File: src/shared/mspi_pkg.sv
package mspi_pkg;
	// --------------------------------------------------------------
	// bus map (byte addresses, one word each)
	// --------------------------------------------------------------
	localparam int          ADDR_W    = 5;
	localparam int          DATA_W    = 32;
	localparam logic [4:0]  OFS_CTRL  = 5'h00;
	localparam logic [4:0]  OFS_EVCR  = 5'h04;
	localparam logic [4:0]  OFS_NVCR  = 5'h08;
	localparam logic [4:0]  OFS_STAT  = 5'h0C;
	localparam logic [4:0]  OFS_RXD   = 5'h10;
	localparam logic [4:0]  OFS_TXD   = 5'h14;

	// --------------------------------------------------------------
	// control fields
	// --------------------------------------------------------------
	localparam int          CTL_OUTEN = 0;
	localparam int          CTL_XW_LO = 1;
	localparam int          CTL_PE    = 3;
	localparam int          CTL_RESC  = 4;
	localparam int          CTL_BOOT  = 5;
	localparam logic [3:0]  CTL_RST   = 4'h0;

	// --------------------------------------------------------------
	// configuration fields and reset values
	// --------------------------------------------------------------
	localparam int          EV_DUALN  = 6;
	localparam int          EV_QUADN  = 7;
	localparam int          NV_DUALN  = 2;
	localparam int          NV_QUADN  = 3;
	localparam logic [7:0]  EVCR_RST  = 8'hFF;
	localparam logic [15:0] NVCR_RST  = 16'hFFFF;

	// --------------------------------------------------------------
	// status and receive data fields
	// --------------------------------------------------------------
	localparam int          ST_OVR    = 7;
	localparam int          RX_CMD    = 8;
	localparam int          RX_VLD    = 9;

	// --------------------------------------------------------------
	// link constants
	// --------------------------------------------------------------
	localparam logic [3:0]  BYTE_BITS = 4'h8;
	localparam logic [3:0]  LANES_OFF = 4'hF;
	localparam int          FIFO_DEP  = 4;

	typedef enum logic [1:0] {
		MSPI_EXT,
		MSPI_DUAL,
		MSPI_QUAD
	} mspi_proto_e;
endpackage

File: src/mspi_core.sv
// The Avalon-MM slave port and the register offsets are this design's own decisions.
`timescale 1ns/10ps

// ------------------------------------------------------------------
// receive byte buffer
// ------------------------------------------------------------------
module mspi_fifo #(
	parameter int WIDTH = 9,
	parameter int DEPTH = 4
) (
	input  wire logic             core_clk,
	input  wire logic             reset_n,
	input  wire logic [WIDTH-1:0] in_data,
	input  wire logic             in_valid,
	output logic                  in_ready,
	output logic      [WIDTH-1:0] out_data,
	output logic                  out_valid,
	input  wire logic             out_ready
);
	localparam int PW = $clog2(DEPTH);
	localparam logic [PW:0] FULL = (PW+1)'(DEPTH);

	logic [WIDTH-1:0] mem_ff [DEPTH];
	logic [PW-1:0]    wr_ff, nxt_wr, rd_ff, nxt_rd;
	logic [PW:0]      cnt_ff, nxt_cnt;
	logic             push, pop;

	// pointers wrap by index; count gives honest full and empty
	always_comb begin
		push    = in_valid && in_ready;
		pop     = out_valid && out_ready;
		nxt_wr  = push ? PW'((wr_ff + 1'b1) % DEPTH) : wr_ff;
		nxt_rd  = pop ? PW'((rd_ff + 1'b1) % DEPTH) : rd_ff;
		nxt_cnt = cnt_ff + (PW+1)'(push) - (PW+1)'(pop);
	end

	always_ff @(posedge core_clk) begin
		if (!reset_n) begin
			wr_ff  <= '0;
			rd_ff  <= '0;
			cnt_ff <= '0;
		end else begin
			wr_ff  <= nxt_wr;
			rd_ff  <= nxt_rd;
			cnt_ff <= nxt_cnt;
		end
	end

	// storage has no reset; empty flag guards reads
	always_ff @(posedge core_clk) begin
		if (push) begin
			mem_ff[wr_ff] <= in_data;
		end
	end

	assign in_ready  = (cnt_ff != FULL);
	assign out_valid = (cnt_ff != '0);
	assign out_data  = mem_ff[rd_ff];
endmodule // mspi_fifo

// ------------------------------------------------------------------
// serial front end with protocol selection
// ------------------------------------------------------------------
module mspi_core #(
	parameter int FIFO_DEPTH = mspi_pkg::FIFO_DEP
) (
	input  wire logic                        core_clk,
	input  wire logic                        reset_n,
	input  wire logic [mspi_pkg::ADDR_W-1:0] avs_address,
	input  wire logic                        avs_read,
	input  wire logic                        avs_write,
	input  wire logic [mspi_pkg::DATA_W-1:0] avs_writedata,
	output logic      [mspi_pkg::DATA_W-1:0] avs_readdata,
	output logic                             avs_waitrequest,
	input  wire logic                        spi_sclk,
	input  wire logic                        spi_cs_n,
	input  wire logic                  [3:0] io_in,
	output logic                       [3:0] io_out,
	output logic                       [3:0] io_oe_n,
	input  wire logic                        hv_supply
);
	import mspi_pkg::*;

	// lanes used by a transfer; command phase of extended is one lane
	function automatic logic [3:0] lanes(mspi_proto_e p, logic cmd,
		logic [1:0] xw);
		case (p)
			MSPI_DUAL: lanes = 4'h2;
			MSPI_QUAD: lanes = 4'h4;
			default:   lanes = cmd ? 4'h1 :
				(xw == 2'h2 ? 4'h4 : (xw == 2'h1 ? 4'h2 : 4'h1));
		endcase
	endfunction

	// protocol from configuration bits; quad beats dual
	function automatic mspi_proto_e pick(logic quad_n, logic dual_n);
		if (!quad_n) begin
			pick = MSPI_QUAD;
		end else if (!dual_n) begin
			pick = MSPI_DUAL;
		end else begin
			pick = MSPI_EXT;
		end
	endfunction

	// --------------------------------------------------------------
	// pin synchronisers
	// --------------------------------------------------------------
	logic [6:0] s1_ff, s2_ff;
	logic       sclk_d_ff, cs_d_ff;
	logic       sclk_s, cs_s, hv_s;
	logic [3:0] io_s;

	// first stage is read by the second stage only
	always_ff @(posedge core_clk) begin
		if (!reset_n) begin
			s1_ff     <= 7'h01;
			s2_ff     <= 7'h01;
			sclk_d_ff <= 1'b0;
			cs_d_ff   <= 1'b1;
		end else begin
			s1_ff     <= {io_in, hv_supply, spi_sclk, spi_cs_n};
			s2_ff     <= s1_ff;
			sclk_d_ff <= sclk_s;
			cs_d_ff   <= cs_s;
		end
	end

	assign cs_s   = s2_ff[0];
	assign sclk_s = s2_ff[1];
	assign hv_s   = s2_ff[2];
	assign io_s   = s2_ff[6:3];

	logic sel, rise, fall, cs_fall;
	assign sel     = !cs_s;
	assign rise    = sel && sclk_s && !sclk_d_ff;
	assign fall    = sel && !sclk_s && sclk_d_ff;
	assign cs_fall = !cs_s && cs_d_ff;

	// --------------------------------------------------------------
	// bus slave and configuration
	// --------------------------------------------------------------
	logic [3:0]  ctl_ff, nxt_ctl;
	logic [7:0]  evcr_ff, nxt_evcr;
	logic [15:0] nvcr_ff, nxt_nvcr;
	logic [7:0]  txh_ff, nxt_txh;
	logic        txf_ff, nxt_txf;
	logic        ovr_ff, nxt_ovr;
	logic        wait_ff, nxt_wait;
	logic        cpol_ff;
	logic [31:0] rd_ff, nxt_rd;
	mspi_proto_e psel_ff, nxt_psel, peff;
	logic        acc, wr, rescue, reboot, rx_pop, tx_take, ovr_set;
	logic [8:0]  rx_q;
	logic        rx_qv;

	// reads are captured as waitrequest drops; a write lands only at the
	// edge where the master sees waitrequest low, as the bus defines it
	always_comb begin
		acc      = (avs_read || avs_write) && wait_ff;
		wr       = avs_write && !wait_ff;
		nxt_wait = !acc;
		rx_pop   = acc && avs_read && avs_address == OFS_RXD;
		rescue   = wr && avs_address == OFS_CTRL &&
			avs_writedata[CTL_RESC];
		reboot   = wr && avs_address == OFS_CTRL &&
			avs_writedata[CTL_BOOT];
		nxt_ctl  = ctl_ff;
		nxt_evcr = evcr_ff;
		nxt_nvcr = nvcr_ff;
		nxt_txh  = txh_ff;
		nxt_txf  = txf_ff && !tx_take;
		nxt_ovr  = ovr_ff;
		nxt_psel = psel_ff;
		nxt_rd   = rd_ff;
		if (wr) begin
			case (avs_address)
				OFS_CTRL: nxt_ctl = avs_writedata[3:0];
				OFS_EVCR: begin
					nxt_evcr = avs_writedata[7:0];
					nxt_psel = pick(avs_writedata[EV_QUADN],
						avs_writedata[EV_DUALN]);
				end
				OFS_NVCR: nxt_nvcr = avs_writedata[15:0];
				OFS_STAT: if (avs_writedata[ST_OVR]) nxt_ovr = 1'b0;
				OFS_TXD: begin
					nxt_txh = avs_writedata[7:0];
					nxt_txf = 1'b1;
				end
				default: ;
			endcase
		end
		if (rescue) begin
			nxt_psel = MSPI_EXT;
		end
		// reboot behaves as a power-on: volatile choice dropped
		if (reboot) begin
			nxt_evcr = EVCR_RST;
			nxt_psel = pick(nvcr_ff[NV_QUADN], nvcr_ff[NV_DUALN]);
		end
		if (ovr_set) begin
			nxt_ovr = 1'b1;
		end
		if (acc && avs_read) begin
			case (avs_address)
				OFS_CTRL: nxt_rd = {28'h0, ctl_ff};
				OFS_EVCR: nxt_rd = {24'h0, evcr_ff};
				OFS_NVCR: nxt_rd = {16'h0, nvcr_ff};
				OFS_STAT: nxt_rd = {22'h0, hv_s, cpol_ff, ovr_ff, !txf_ff,
					rx_qv, sel, psel_ff, peff};
				OFS_RXD:  nxt_rd = {22'h0, rx_qv, rx_q};
				default:  nxt_rd = 32'h0;
			endcase
		end
	end

	always_ff @(posedge core_clk) begin
		if (!reset_n) begin
			ctl_ff  <= CTL_RST;
			evcr_ff <= EVCR_RST;
			nvcr_ff <= NVCR_RST;
			txh_ff  <= 8'h00;
			txf_ff  <= 1'b0;
			ovr_ff  <= 1'b0;
			wait_ff <= 1'b1;
			rd_ff   <= 32'h0;
			psel_ff <= pick(NVCR_RST[NV_QUADN], NVCR_RST[NV_DUALN]);
		end else begin
			ctl_ff  <= nxt_ctl;
			evcr_ff <= nxt_evcr;
			nvcr_ff <= nxt_nvcr;
			txh_ff  <= nxt_txh;
			txf_ff  <= nxt_txf;
			ovr_ff  <= nxt_ovr;
			wait_ff <= nxt_wait;
			rd_ff   <= nxt_rd;
			psel_ff <= nxt_psel;
		end
	end

	assign avs_waitrequest = wait_ff;
	assign avs_readdata    = rd_ff;

	// supply-assisted quad cycle answers in extended until pin drops
	assign peff = (psel_ff == MSPI_QUAD && ctl_ff[CTL_PE] && hv_s) ?
		MSPI_EXT : psel_ff;

	// --------------------------------------------------------------
	// serial link
	// --------------------------------------------------------------
	logic [7:0] rsh_ff, nxt_rsh, tsh_ff, nxt_tsh, src;
	logic [3:0] rcnt_ff, nxt_rcnt, tleft_ff, nxt_tleft, rsum;
	logic [3:0] out_ff, nxt_out, oe_ff, nxt_oe, win, wout;
	logic       cmd_ff, nxt_cmd, pv_ff, nxt_pv, nxt_cpol;
	logic [8:0] pd_ff, nxt_pd;
	logic       pin_rdy, done, outen;

	// input capture is idle while the device talks back
	always_comb begin
		outen     = ctl_ff[CTL_OUTEN];
		win       = lanes(peff, cmd_ff, ctl_ff[2:1]);
		wout      = lanes(peff, 1'b0, ctl_ff[2:1]);
		rsum      = rcnt_ff + win;
		done      = rise && !outen && rsum == BYTE_BITS;
		src       = (tleft_ff == 4'h0) ? txh_ff : tsh_ff;
		tx_take   = fall && outen && tleft_ff == 4'h0;
		nxt_rsh   = rsh_ff;
		nxt_rcnt  = rcnt_ff;
		nxt_cmd   = cmd_ff;
		nxt_tsh   = tsh_ff;
		nxt_tleft = tleft_ff;
		nxt_out   = out_ff;
		nxt_cpol  = cpol_ff;
		nxt_pv    = pv_ff && !pin_rdy;
		nxt_pd    = pd_ff;
		ovr_set   = 1'b0;
		// idle clock level at select tells mode 0 from mode 3; shown in status
		if (cs_fall) begin
			nxt_cpol = sclk_s;
		end
		// capture on rising edge in either mode and any protocol
		if (rise && !outen) begin
			case (win)
				4'h1:    nxt_rsh = {rsh_ff[6:0], io_s[0]};
				4'h2:    nxt_rsh = {rsh_ff[5:0], io_s[1:0]};
				default: nxt_rsh = {rsh_ff[3:0], io_s};
			endcase
			nxt_rcnt = done ? 4'h0 : rsum;
		end
		// a full pending slot with a full buffer loses the new byte
		if (done) begin
			nxt_cmd = 1'b0;
			if (pv_ff && !pin_rdy) begin
				ovr_set = 1'b1;
			end else begin
				nxt_pv = 1'b1;
				nxt_pd = {cmd_ff, nxt_rsh};
			end
		end
		// launch on the falling edge, most significant lanes first
		if (fall && outen) begin
			case (wout)
				4'h1:    nxt_out = {2'b00, src[7], 1'b0};
				4'h2:    nxt_out = {2'b00, src[7:6]};
				default: nxt_out = src[7:4];
			endcase
			nxt_tsh   = 8'(src << wout);
			nxt_tleft = ((tleft_ff == 4'h0) ? BYTE_BITS : tleft_ff) - wout;
		end
		// end of frame drops partial bytes
		if (!sel) begin
			nxt_rcnt  = 4'h0;
			nxt_cmd   = 1'b1;
			nxt_tleft = 4'h0;
		end
		// one lane in single-lane mode, all lanes of the width else
		nxt_oe = LANES_OFF;
		if (sel && outen) begin
			case (wout)
				4'h1:    nxt_oe = 4'hD;
				4'h2:    nxt_oe = 4'hC;
				default: nxt_oe = 4'h0;
			endcase
		end
	end

	always_ff @(posedge core_clk) begin
		if (!reset_n) begin
			rsh_ff   <= 8'h00;
			rcnt_ff  <= 4'h0;
			cmd_ff   <= 1'b1;
			tsh_ff   <= 8'h00;
			tleft_ff <= 4'h0;
			out_ff   <= 4'h0;
			oe_ff    <= LANES_OFF;
			cpol_ff  <= 1'b0;
			pv_ff    <= 1'b0;
			pd_ff    <= 9'h000;
		end else begin
			rsh_ff   <= nxt_rsh;
			rcnt_ff  <= nxt_rcnt;
			cmd_ff   <= nxt_cmd;
			tsh_ff   <= nxt_tsh;
			tleft_ff <= nxt_tleft;
			out_ff   <= nxt_out;
			oe_ff    <= nxt_oe;
			cpol_ff  <= nxt_cpol;
			pv_ff    <= nxt_pv;
			pd_ff    <= nxt_pd;
		end
	end

	assign io_out  = out_ff;
	assign io_oe_n = oe_ff;

	// pending byte stalls until the buffer has room
	mspi_fifo #(
		.WIDTH (9),
		.DEPTH (FIFO_DEPTH)
	) u_rxq (
		.core_clk  (core_clk),
		.reset_n   (reset_n),
		.in_data   (pd_ff),
		.in_valid  (pv_ff),
		.in_ready  (pin_rdy),
		.out_data  (rx_q),
		.out_valid (rx_qv),
		.out_ready (rx_pop)
	);

	// --------------------------------------------------------------
	// checks
	// --------------------------------------------------------------
	rx_on_rise_a: assert property (@(posedge core_clk) disable iff (!reset_n)
		!$stable(rsh_ff) |-> $past(rise && !outen))
		else $error("input shifted without rising clock");

	tx_on_fall_a: assert property (@(posedge core_clk) disable iff (!reset_n)
		!$stable(out_ff) |-> $past(fall))
		else $error("output changed without falling clock");

	deselect_hiz_a: assert property (@(posedge core_clk) disable iff (!reset_n)
		!sel |=> oe_ff == LANES_OFF)
		else $error("data lines driven while unselected");

	ext_cmd_lane_a: assert property (@(posedge core_clk) disable iff (!reset_n)
		(peff == MSPI_EXT && cmd_ff) |-> win == 4'h1)
		else $error("extended command not on one lane");

	dual_select_a: assert property (@(posedge core_clk) disable iff (!reset_n)
		(wr && avs_address == OFS_EVCR && avs_writedata[7:6] == 2'b10 &&
		!rescue && !reboot) |=> psel_ff == MSPI_DUAL)
		else $error("volatile dual select missed");

	quad_select_a: assert property (@(posedge core_clk) disable iff (!reset_n)
		(wr && avs_address == OFS_EVCR && !avs_writedata[EV_QUADN])
		|=> psel_ff == MSPI_QUAD)
		else $error("volatile quad select missed");

	rescue_ext_a: assert property (@(posedge core_clk) disable iff (!reset_n)
		rescue |=> psel_ff == MSPI_EXT)
		else $error("rescue did not restore extended");

	boot_dual_a: assert property (@(posedge core_clk) disable iff (!reset_n)
		(reboot && nvcr_ff[NV_QUADN] && !nvcr_ff[NV_DUALN])
		|=> psel_ff == MSPI_DUAL)
		else $error("boot did not enter dual");

	boot_quad_a: assert property (@(posedge core_clk) disable iff (!reset_n)
		(reboot && !nvcr_ff[NV_QUADN]) |=> psel_ff == MSPI_QUAD)
		else $error("boot did not enter quad");

	hv_fallback_a: assert property (@(posedge core_clk) disable iff (!reset_n)
		(psel_ff == MSPI_QUAD && ctl_ff[CTL_PE] && hv_s) |-> peff == MSPI_EXT
		&& (!cmd_ff || win == 4'h1))
		else $error("no extended fallback in assisted cycle");

	hv_resume_a: assert property (@(posedge core_clk) disable iff (!reset_n)
		(psel_ff == MSPI_QUAD && !hv_s) |-> peff == MSPI_QUAD && win == 4'h4)
		else $error("quad not resumed after supply low");

	bus_answer_a: assert property (@(posedge core_clk) disable iff (!reset_n)
		acc |=> !wait_ff ##1 wait_ff)
		else $error("waitrequest answer not one cycle");
endmodule // mspi_core

File: config.mk
export PLATFORM = sky130hd
export DESIGN_NAME = mspi_core
export DESIGN_NICKNAME = d
export VERILOG_FILES = /design/src/shared/mspi_pkg.sv /design/src/mspi_core.sv
export SDC_FILE = /design/constraint.sdc
export NUM_CORES = 1
export LEC_CHECK = 0
export ABC_CLOCK_PERIOD_IN_PS = 4900
export BUFFER_PORTS_ARGS = -buffer_cell sky130_fd_sc_hd__buf_2
export CAP_MARGIN = 20
export CORE_MARGIN = 4
export CORE_UTILIZATION = 58
export DETAILED_ROUTE_END_ITERATION = 10
export PLACE_DENSITY = 0.8
export REMOVE_ABC_BUFFERS = 1
export SETUP_SLACK_MARGIN = 0.05
export SLEW_MARGIN = 20
export SYNTH_ARGS = -nofsm -noshare
export SYNTH_HDL_FRONTEND = slang
export SYNTH_SLANG_ARGS = --single-unit
File: constraint.sdc
create_clock -name core_clk -period 4.9 [get_ports core_clk]
set_input_delay 0.735 -clock core_clk [delete_from_list [all_inputs] [get_ports core_clk]]
set_output_delay 0.735 -clock core_clk [all_outputs]
set_load 0.02 [all_outputs]
Yosys cells after proc, flatten, opt, wreduce, memory -nomap -nowiden
Memories as Yosys holds them, arrays and structs flattened. A register that Yosys moved wholly into a read port is not among the register bits.
Cells that the tools add are included.

operators by class
  add/sub/neg operators = 6
  eq/ne operators = 16
  shifts and indexed selects = 1
  multiplexer cells = 35
  bitwise gates (word level) = 2
  reductions and logical operators = 51

operator list
  cell                                           number
  one-hot mux 16 bit (5 select lines)            1
  one-hot mux 4 bit (2 select lines)             3
  logical AND 1 bit                              23
  two-way mux 2 bit                              10
  two-way mux 8 bit                              2
  one-hot mux 8 bit (2 select lines)             1
  AND reduction 2 bit                            7
  two-way mux 1 bit                              13
  two-way mux 4 bit                              3
  == test 5 x 4 -> 1 bit, second input constant  2
  == test 5 bit, second input constant           2
  logical NOT 1 bit                              9
  nonzero test 3 bit                             3
  == test 4 x 1 -> 1 bit, second input constant  2
  == test 4 x 2 -> 1 bit, second input constant  2
  << shifter 8 x 4 -> 8 bit                      1
  == test 2 bit, second input constant           3
  one-hot mux 3 bit (2 select lines)             1
  nonzero test 2 bit                             3
  == test 5 x 3 -> 1 bit, second input constant  1
  logical NOT 5 bit                              1
  adder 2 x 1 -> 2 bit, second input constant    2
  adder 4 bit                                    1
  == test 2 x 1 -> 1 bit, second input constant  2
  11 further kinds                               13

word-level totals
  register bits = 140
  bits in writable memories = 36
  bits of input ports = 48
  output and inout bits = 41
  logic and storage cells = 138
  memories = 1

memories
  name          depth  bits a word  read ports  clocked after memory_dff  wr ports  line             RTL
  u_rxq.mem_ff  4      9            1           1                         1         mspi_core.sv:23  logic [WIDTH-1:0] mem_ff [DEPTH];

Longest topological paths before layout
  word-level depth = 12
  gate-level depth with buffers = 16
  mapped depth without buffers = 14

Cells and area by module
A second synthesis with hierarchy kept.

unflattened totals
  cells, all modules = 701
  area total of the unflattened synthesis = 7149.4 um^2

by module, submodules not included
  module     times used  cells an instance  area each (um^2)  seq. area each (um^2)
  mspi_core  1           606                5373.9            2302.2
  mspi_fifo  1           95                 1775.5            1261.2

Worst setup path before layout
OpenSTA, ideal clock, no wires.

  path kind = flip-flop to flip-flop
  from = reg psel_ff[0]
  to = reg pd_ff[7]
  library setup time = 116 ps
  data arrival time = 3402 ps
  data required time = 4784 ps
  setup slack = 1382 ps
  stages on the path, launching flop included = 16
  buffers on the path = 2
  period minus slack after synthesis = 3518 ps
  path through = dfxtp_1 > inv_1 > nand3_1 > nand2_1 > ha_1 > buf_4 > mux2_2 > inv_1 > buf_2 > a21oi_1 > fa_1 > xor2_1 > or3_1 > nor3_4 > nand2_2 > o211a_1

between the ends
  cells in the longest elaborated chain, start to end = 10
  elaborated cells on any way between the ends = 15
  those cells by class = add/sub (1); eq/ne (6); mux (4); reduce/logical (4)

RTL lines
  what                                                     line              RTL
  from (decl)                                              mspi_core.sv:152  mspi_proto_e psel_ff, nxt_psel, peff;
  from (signal assigned)                                   mspi_core.sv:227  psel_ff <= pick(NVCR_RST[NV_QUADN], NVCR_RST[NV_DUALN]);
  from (signal assigned)                                   mspi_core.sv:237  psel_ff <= nxt_psel;
  == test 2 bit                                            mspi_core.sv:245  assign peff = (psel_ff == MSPI_QUAD && ctl_ff[CTL_PE] && hv_s) ?
  logical AND 1 bit (2 in a row)                           mspi_core.sv:245
  two-way mux 2 bit *                                      mspi_core.sv:245
  == test 2 bit or == test 2 x 1 -> 1 bit (tied branches)  mspi_core.sv:87   case (p)
  one-hot mux 4 bit (2 select lines) *                     mspi_core.sv:87
  adder 4 bit                                              mspi_core.sv:263  rsum = rcnt_ff + win;
  == test 4 bit                                            mspi_core.sv:264  done = rise && !outen && rsum == BYTE_BITS;
  logical AND 1 bit                                        mspi_core.sv:264
  AND reduction 2 bit (no source line)                     -
  to (signal assigned)                                     mspi_core.sv:349  pd_ff <= nxt_pd;
  to (decl)                                                mspi_core.sv:255  logic [8:0] pd_ff, nxt_pd;

Mark *: on every way between the ends. The rest lies on a longest branch, timed or not.
A chain may end at the register's enable or synchronous reset.

Final worst setup path
Same ends and word-level chain as after synthesis.

==> run summary <==
outcome: finished, final reports clean
Die ar.: 0.0140 mm2
antenna violations before repair: 0
final setup TNS: 0 ns
commonest register cell after synthesis: dfxtp_1
internal power: 0.00214 W
Routability Congestion: 0.905
Levels on crit path: 13
drt pass-1 iters: 6
layout cells sized above 1: 16.5%
worst min-delay path class: reg -> reg
initial core utilization: 59.2%
Chip Height: 119 um
crit path capture type: flip-flop
Final Util: 66.4%
Worst-Skew Late Latency: 0.43 ns
switch share: 21.9%
Worst VDD drop: 0.245 mV
CP peak stage delay: 0.54 ns
total global routing overflow: 0
net switching power: 0.000601 W
post-CTS setup buffers: 0
RSZ-0062 raised after global routing: no
complex-gate fraction of the synthesized area: 14.0%
final setup violating endpoints: 0
Fmax: 241 MHz
Fin. Hold Viols: 0
fin cells: 912
Hold Startpoint: s1_ff[0]$_SDFF_PN1_
R2R cell count: 13
most frequent CP cell: inv_1
post-DP HPWL: 11.0 mm
row count: 40
clock skew: 0.00614 ns
worst path bufs/invs: 2
clk root buf: clkbuf_16
total track usage: 24.0%
EDFF count, synth: 36
fin crit share: 84.5%
RR Startpoint: psel_ff[0]$_SDFFE_PN0P_
fin area: 0.00794 mm2
Top delay family on crit path: simple AND/OR/NAND/NOR gates
TritonCTS Buffers: 17
DRT antenna net count: 0
Worst path slowest cell: ha_1
post-synthesis adder-cell area fraction: 3.67%
Die Wd: 119 um
Worst Max-Slew Pin Slew: 1.09 ns
crit path time final: 4.14 ns
vias in the first global route: 5469
Hold Worst Slack: 0.405 ns
asr flop ratio synth: 0%
Req. time, crit path: 5.22 ns
maximum root-to-sink buffer count: 2
CP Cell Sequence: inv_1 -> nand3_1 -> nand2_1 -> ha_1 -> mux2_2 -> inv_1 -> a21oi_1 -> fa_1 -> xor2_1 -> or3_1 -> nor3_4 -> nand2_2 -> o211a_1
multiplexer share of the synthesized area: 5.81%
Slew HR: 27.2%
Clock Sinks: 160
TritonCTS clock tree: done
pwr dens: 346 mW/mm2
Final Slew Violations: 0
Via density: 6.14
Layout Nets: 819
Startpoint Class: flip-flop
mapped cell area: 0.00709 mm2
Critical Setup Path Class: reg -> reg
placed insts: 880
htree depth: 4
LEAKAGE: 3.21 nW
Unique masters post-synth: 70
Worst Hold Depth: 1
Ports: 89
post-synthesis sequential area ratio: 50.3%
# DRC: 0
clock power share: 47.1%
clock slew at reported path FFs: 0.06 ns
max-capacitance violation count: 0
Cell Area, Placed: 0.00734 mm2
sink of the worst hold path: s2_ff[0]$_SDFF_PN1_
combinational family with the most area after synthesis: simple AND/OR/NAND/NOR gates
Diodes inserted: 0
Yosys warnings: 0
CTS Hold Buffers Added: 0
worst path arrival time: 4.46 ns
drt wl/cell: 18.0 um
flop-to-flop setup slack: 0.76 ns
Post-Synth XOR/XNOR Area: 1.11%
crit-path max FO: 13
average size of a mapped cell: 9.91 um2
number of synthesized register bits: 160
RR Endpoint: pd_ff[7]$_SDFFE_PN0P_
via count: 5604
core area: 0.0120 mm2
synthesis-to-finish area growth: 12.0%
post_cts resized: 0
Mapped Cells: 715
# port buffers: 56
Iteration-0 DRC Markers: 659
part of the power in combinational logic: 3.4%
largest net degree at the start of global routing: 54
Post-Synth Simple-Gate Area: 19.7%
drt total wl: 16.4 mm
sequential power share: 49.4%
first-pass GRT wire length: 27.1 mm
[worst max path at each step]
stage,start,end
floorplan,psel_ff[0]$_SDFFE_PN0P_,pd_ff[7]$_SDFFE_PN0P_
global placement,psel_ff[0]$_SDFFE_PN0P_,pd_ff[7]$_SDFFE_PN0P_
detailed placement,psel_ff[0]$_SDFFE_PN0P_,pd_ff[4]$_SDFFE_PN0P_
CTS,psel_ff[0]$_SDFFE_PN0P_,pd_ff[7]$_SDFFE_PN0P_
global route,psel_ff[0]$_SDFFE_PN0P_,pd_ff[0]$_SDFFE_PN0P_
finish,psel_ff[0]$_SDFFE_PN0P_,pd_ff[7]$_SDFFE_PN0P_
[Yosys cell counts, types with 15 or more instances]
master,count,share of area (%)
edfxtp_1,36,15
inv_1,15,0.79
nand2_1,115,6.1
ha_1,16,2.8
o21ai_0,18,1.3
and2_1,22,1.9
a21oi_1,52,3.7
nand3_1,56,4.0
buf_4,19,2.0
clkbuf_1,28,1.5
nor2_1,31,1.6
dfxtp_1,124,35
[registers in the layout, indices dropped and copies added (netlist names), 2 cells and up, named ones only]
name          cells
avs_readdata     16
ctl_ff            4
evcr_ff           8
io_oe_n           3
io_out            4
nvcr_ff          16
pd_ff             9
psel_ff           2
rcnt_ff           4
rsh_ff            7
s1_ff             7
s2_ff             7
tleft_ff          4
tsh_ff            8
txh_ff            8
u_rxq.cnt_ff      3
u_rxq.mem_ff     36
u_rxq.rd_ff       2
u_rxq.wr_ff       2
[stage by stage]
stage / total power [W] / worst slack, ns
after floorplan: 0.00143 / 1.30
after global placement: 0.00148 / 1.01
after detailed placement: 0.00148 / 0.864
after CTS: 0.00275 / 0.816
after global routing: 0.00283 / 0.489
final: 0.00274 / 0.759
[cell families after synthesis]
| family | count (synthesis) |
|---|---|
| compound gates | 148 |
| mux | 27 |
| other cells | 1 |
| xor+xnor | 9 |
| fa+ha+maj | 19 |
| flops | 160 |
| buf+inv | 76 |
| simple gates | 275 |
[routing by layer]
| layer | GRT usage (%) | share of wire [%] | vias up |
|---|---|---|---|
| li1 | - | - | 2592 |
| met1 | 30.9 | 41 | 2704 |
| met2 | 38.9 | 49 | 265 |
| met3 | 6.22 | 7.9 | 43 |
| met4 | 9.20 | 2.4 | 0 |
| met5 | 0 | 0 | - |
[power groups by stage]
stage	clock network (W)	registers (W)	logic, W
floorplan	0	0.00138	0.0000484
global placement	0	0.00139	0.0000910
detailed placement	0	0.00139	0.0000923
CTS	0.00130	0.00136	0.0000928
global route	0.00137	0.00136	0.000102
finish	0.00129	0.00136	0.0000945
[area by class of cell]
class | count | area (um2)
clock buffers | 22 | 528
clock inverters | 10 | 70.1
flip-flops and latches | 160 | 3560
multi-input cells | 494 | 3210
inverters | 19 | 71.3
repair buffers | 60 | 310
fillers | 902 | 4020
well taps | 147 | 184
[layout by cell type, fill, tap and decap left out, types with 6 or more instances in the layout]
master	instances
a21oi_1	52
nand3_1	56
a21o_1	14
and2_1	22
a22oi_1	8
a222oi_1	6
o21ai_0	18
edfxtp_1	36
buf_2	56
mux4_2	11
clkbuf_16	20
nor2_1	31
nand2_1	115
dfxtp_1	124
conb_1	16
nor3_1	11
o211a_1	10
inv_1	15
ha_1	16
mux2i_1	13
No activity file was read; power rests on OpenSTA's default activity.
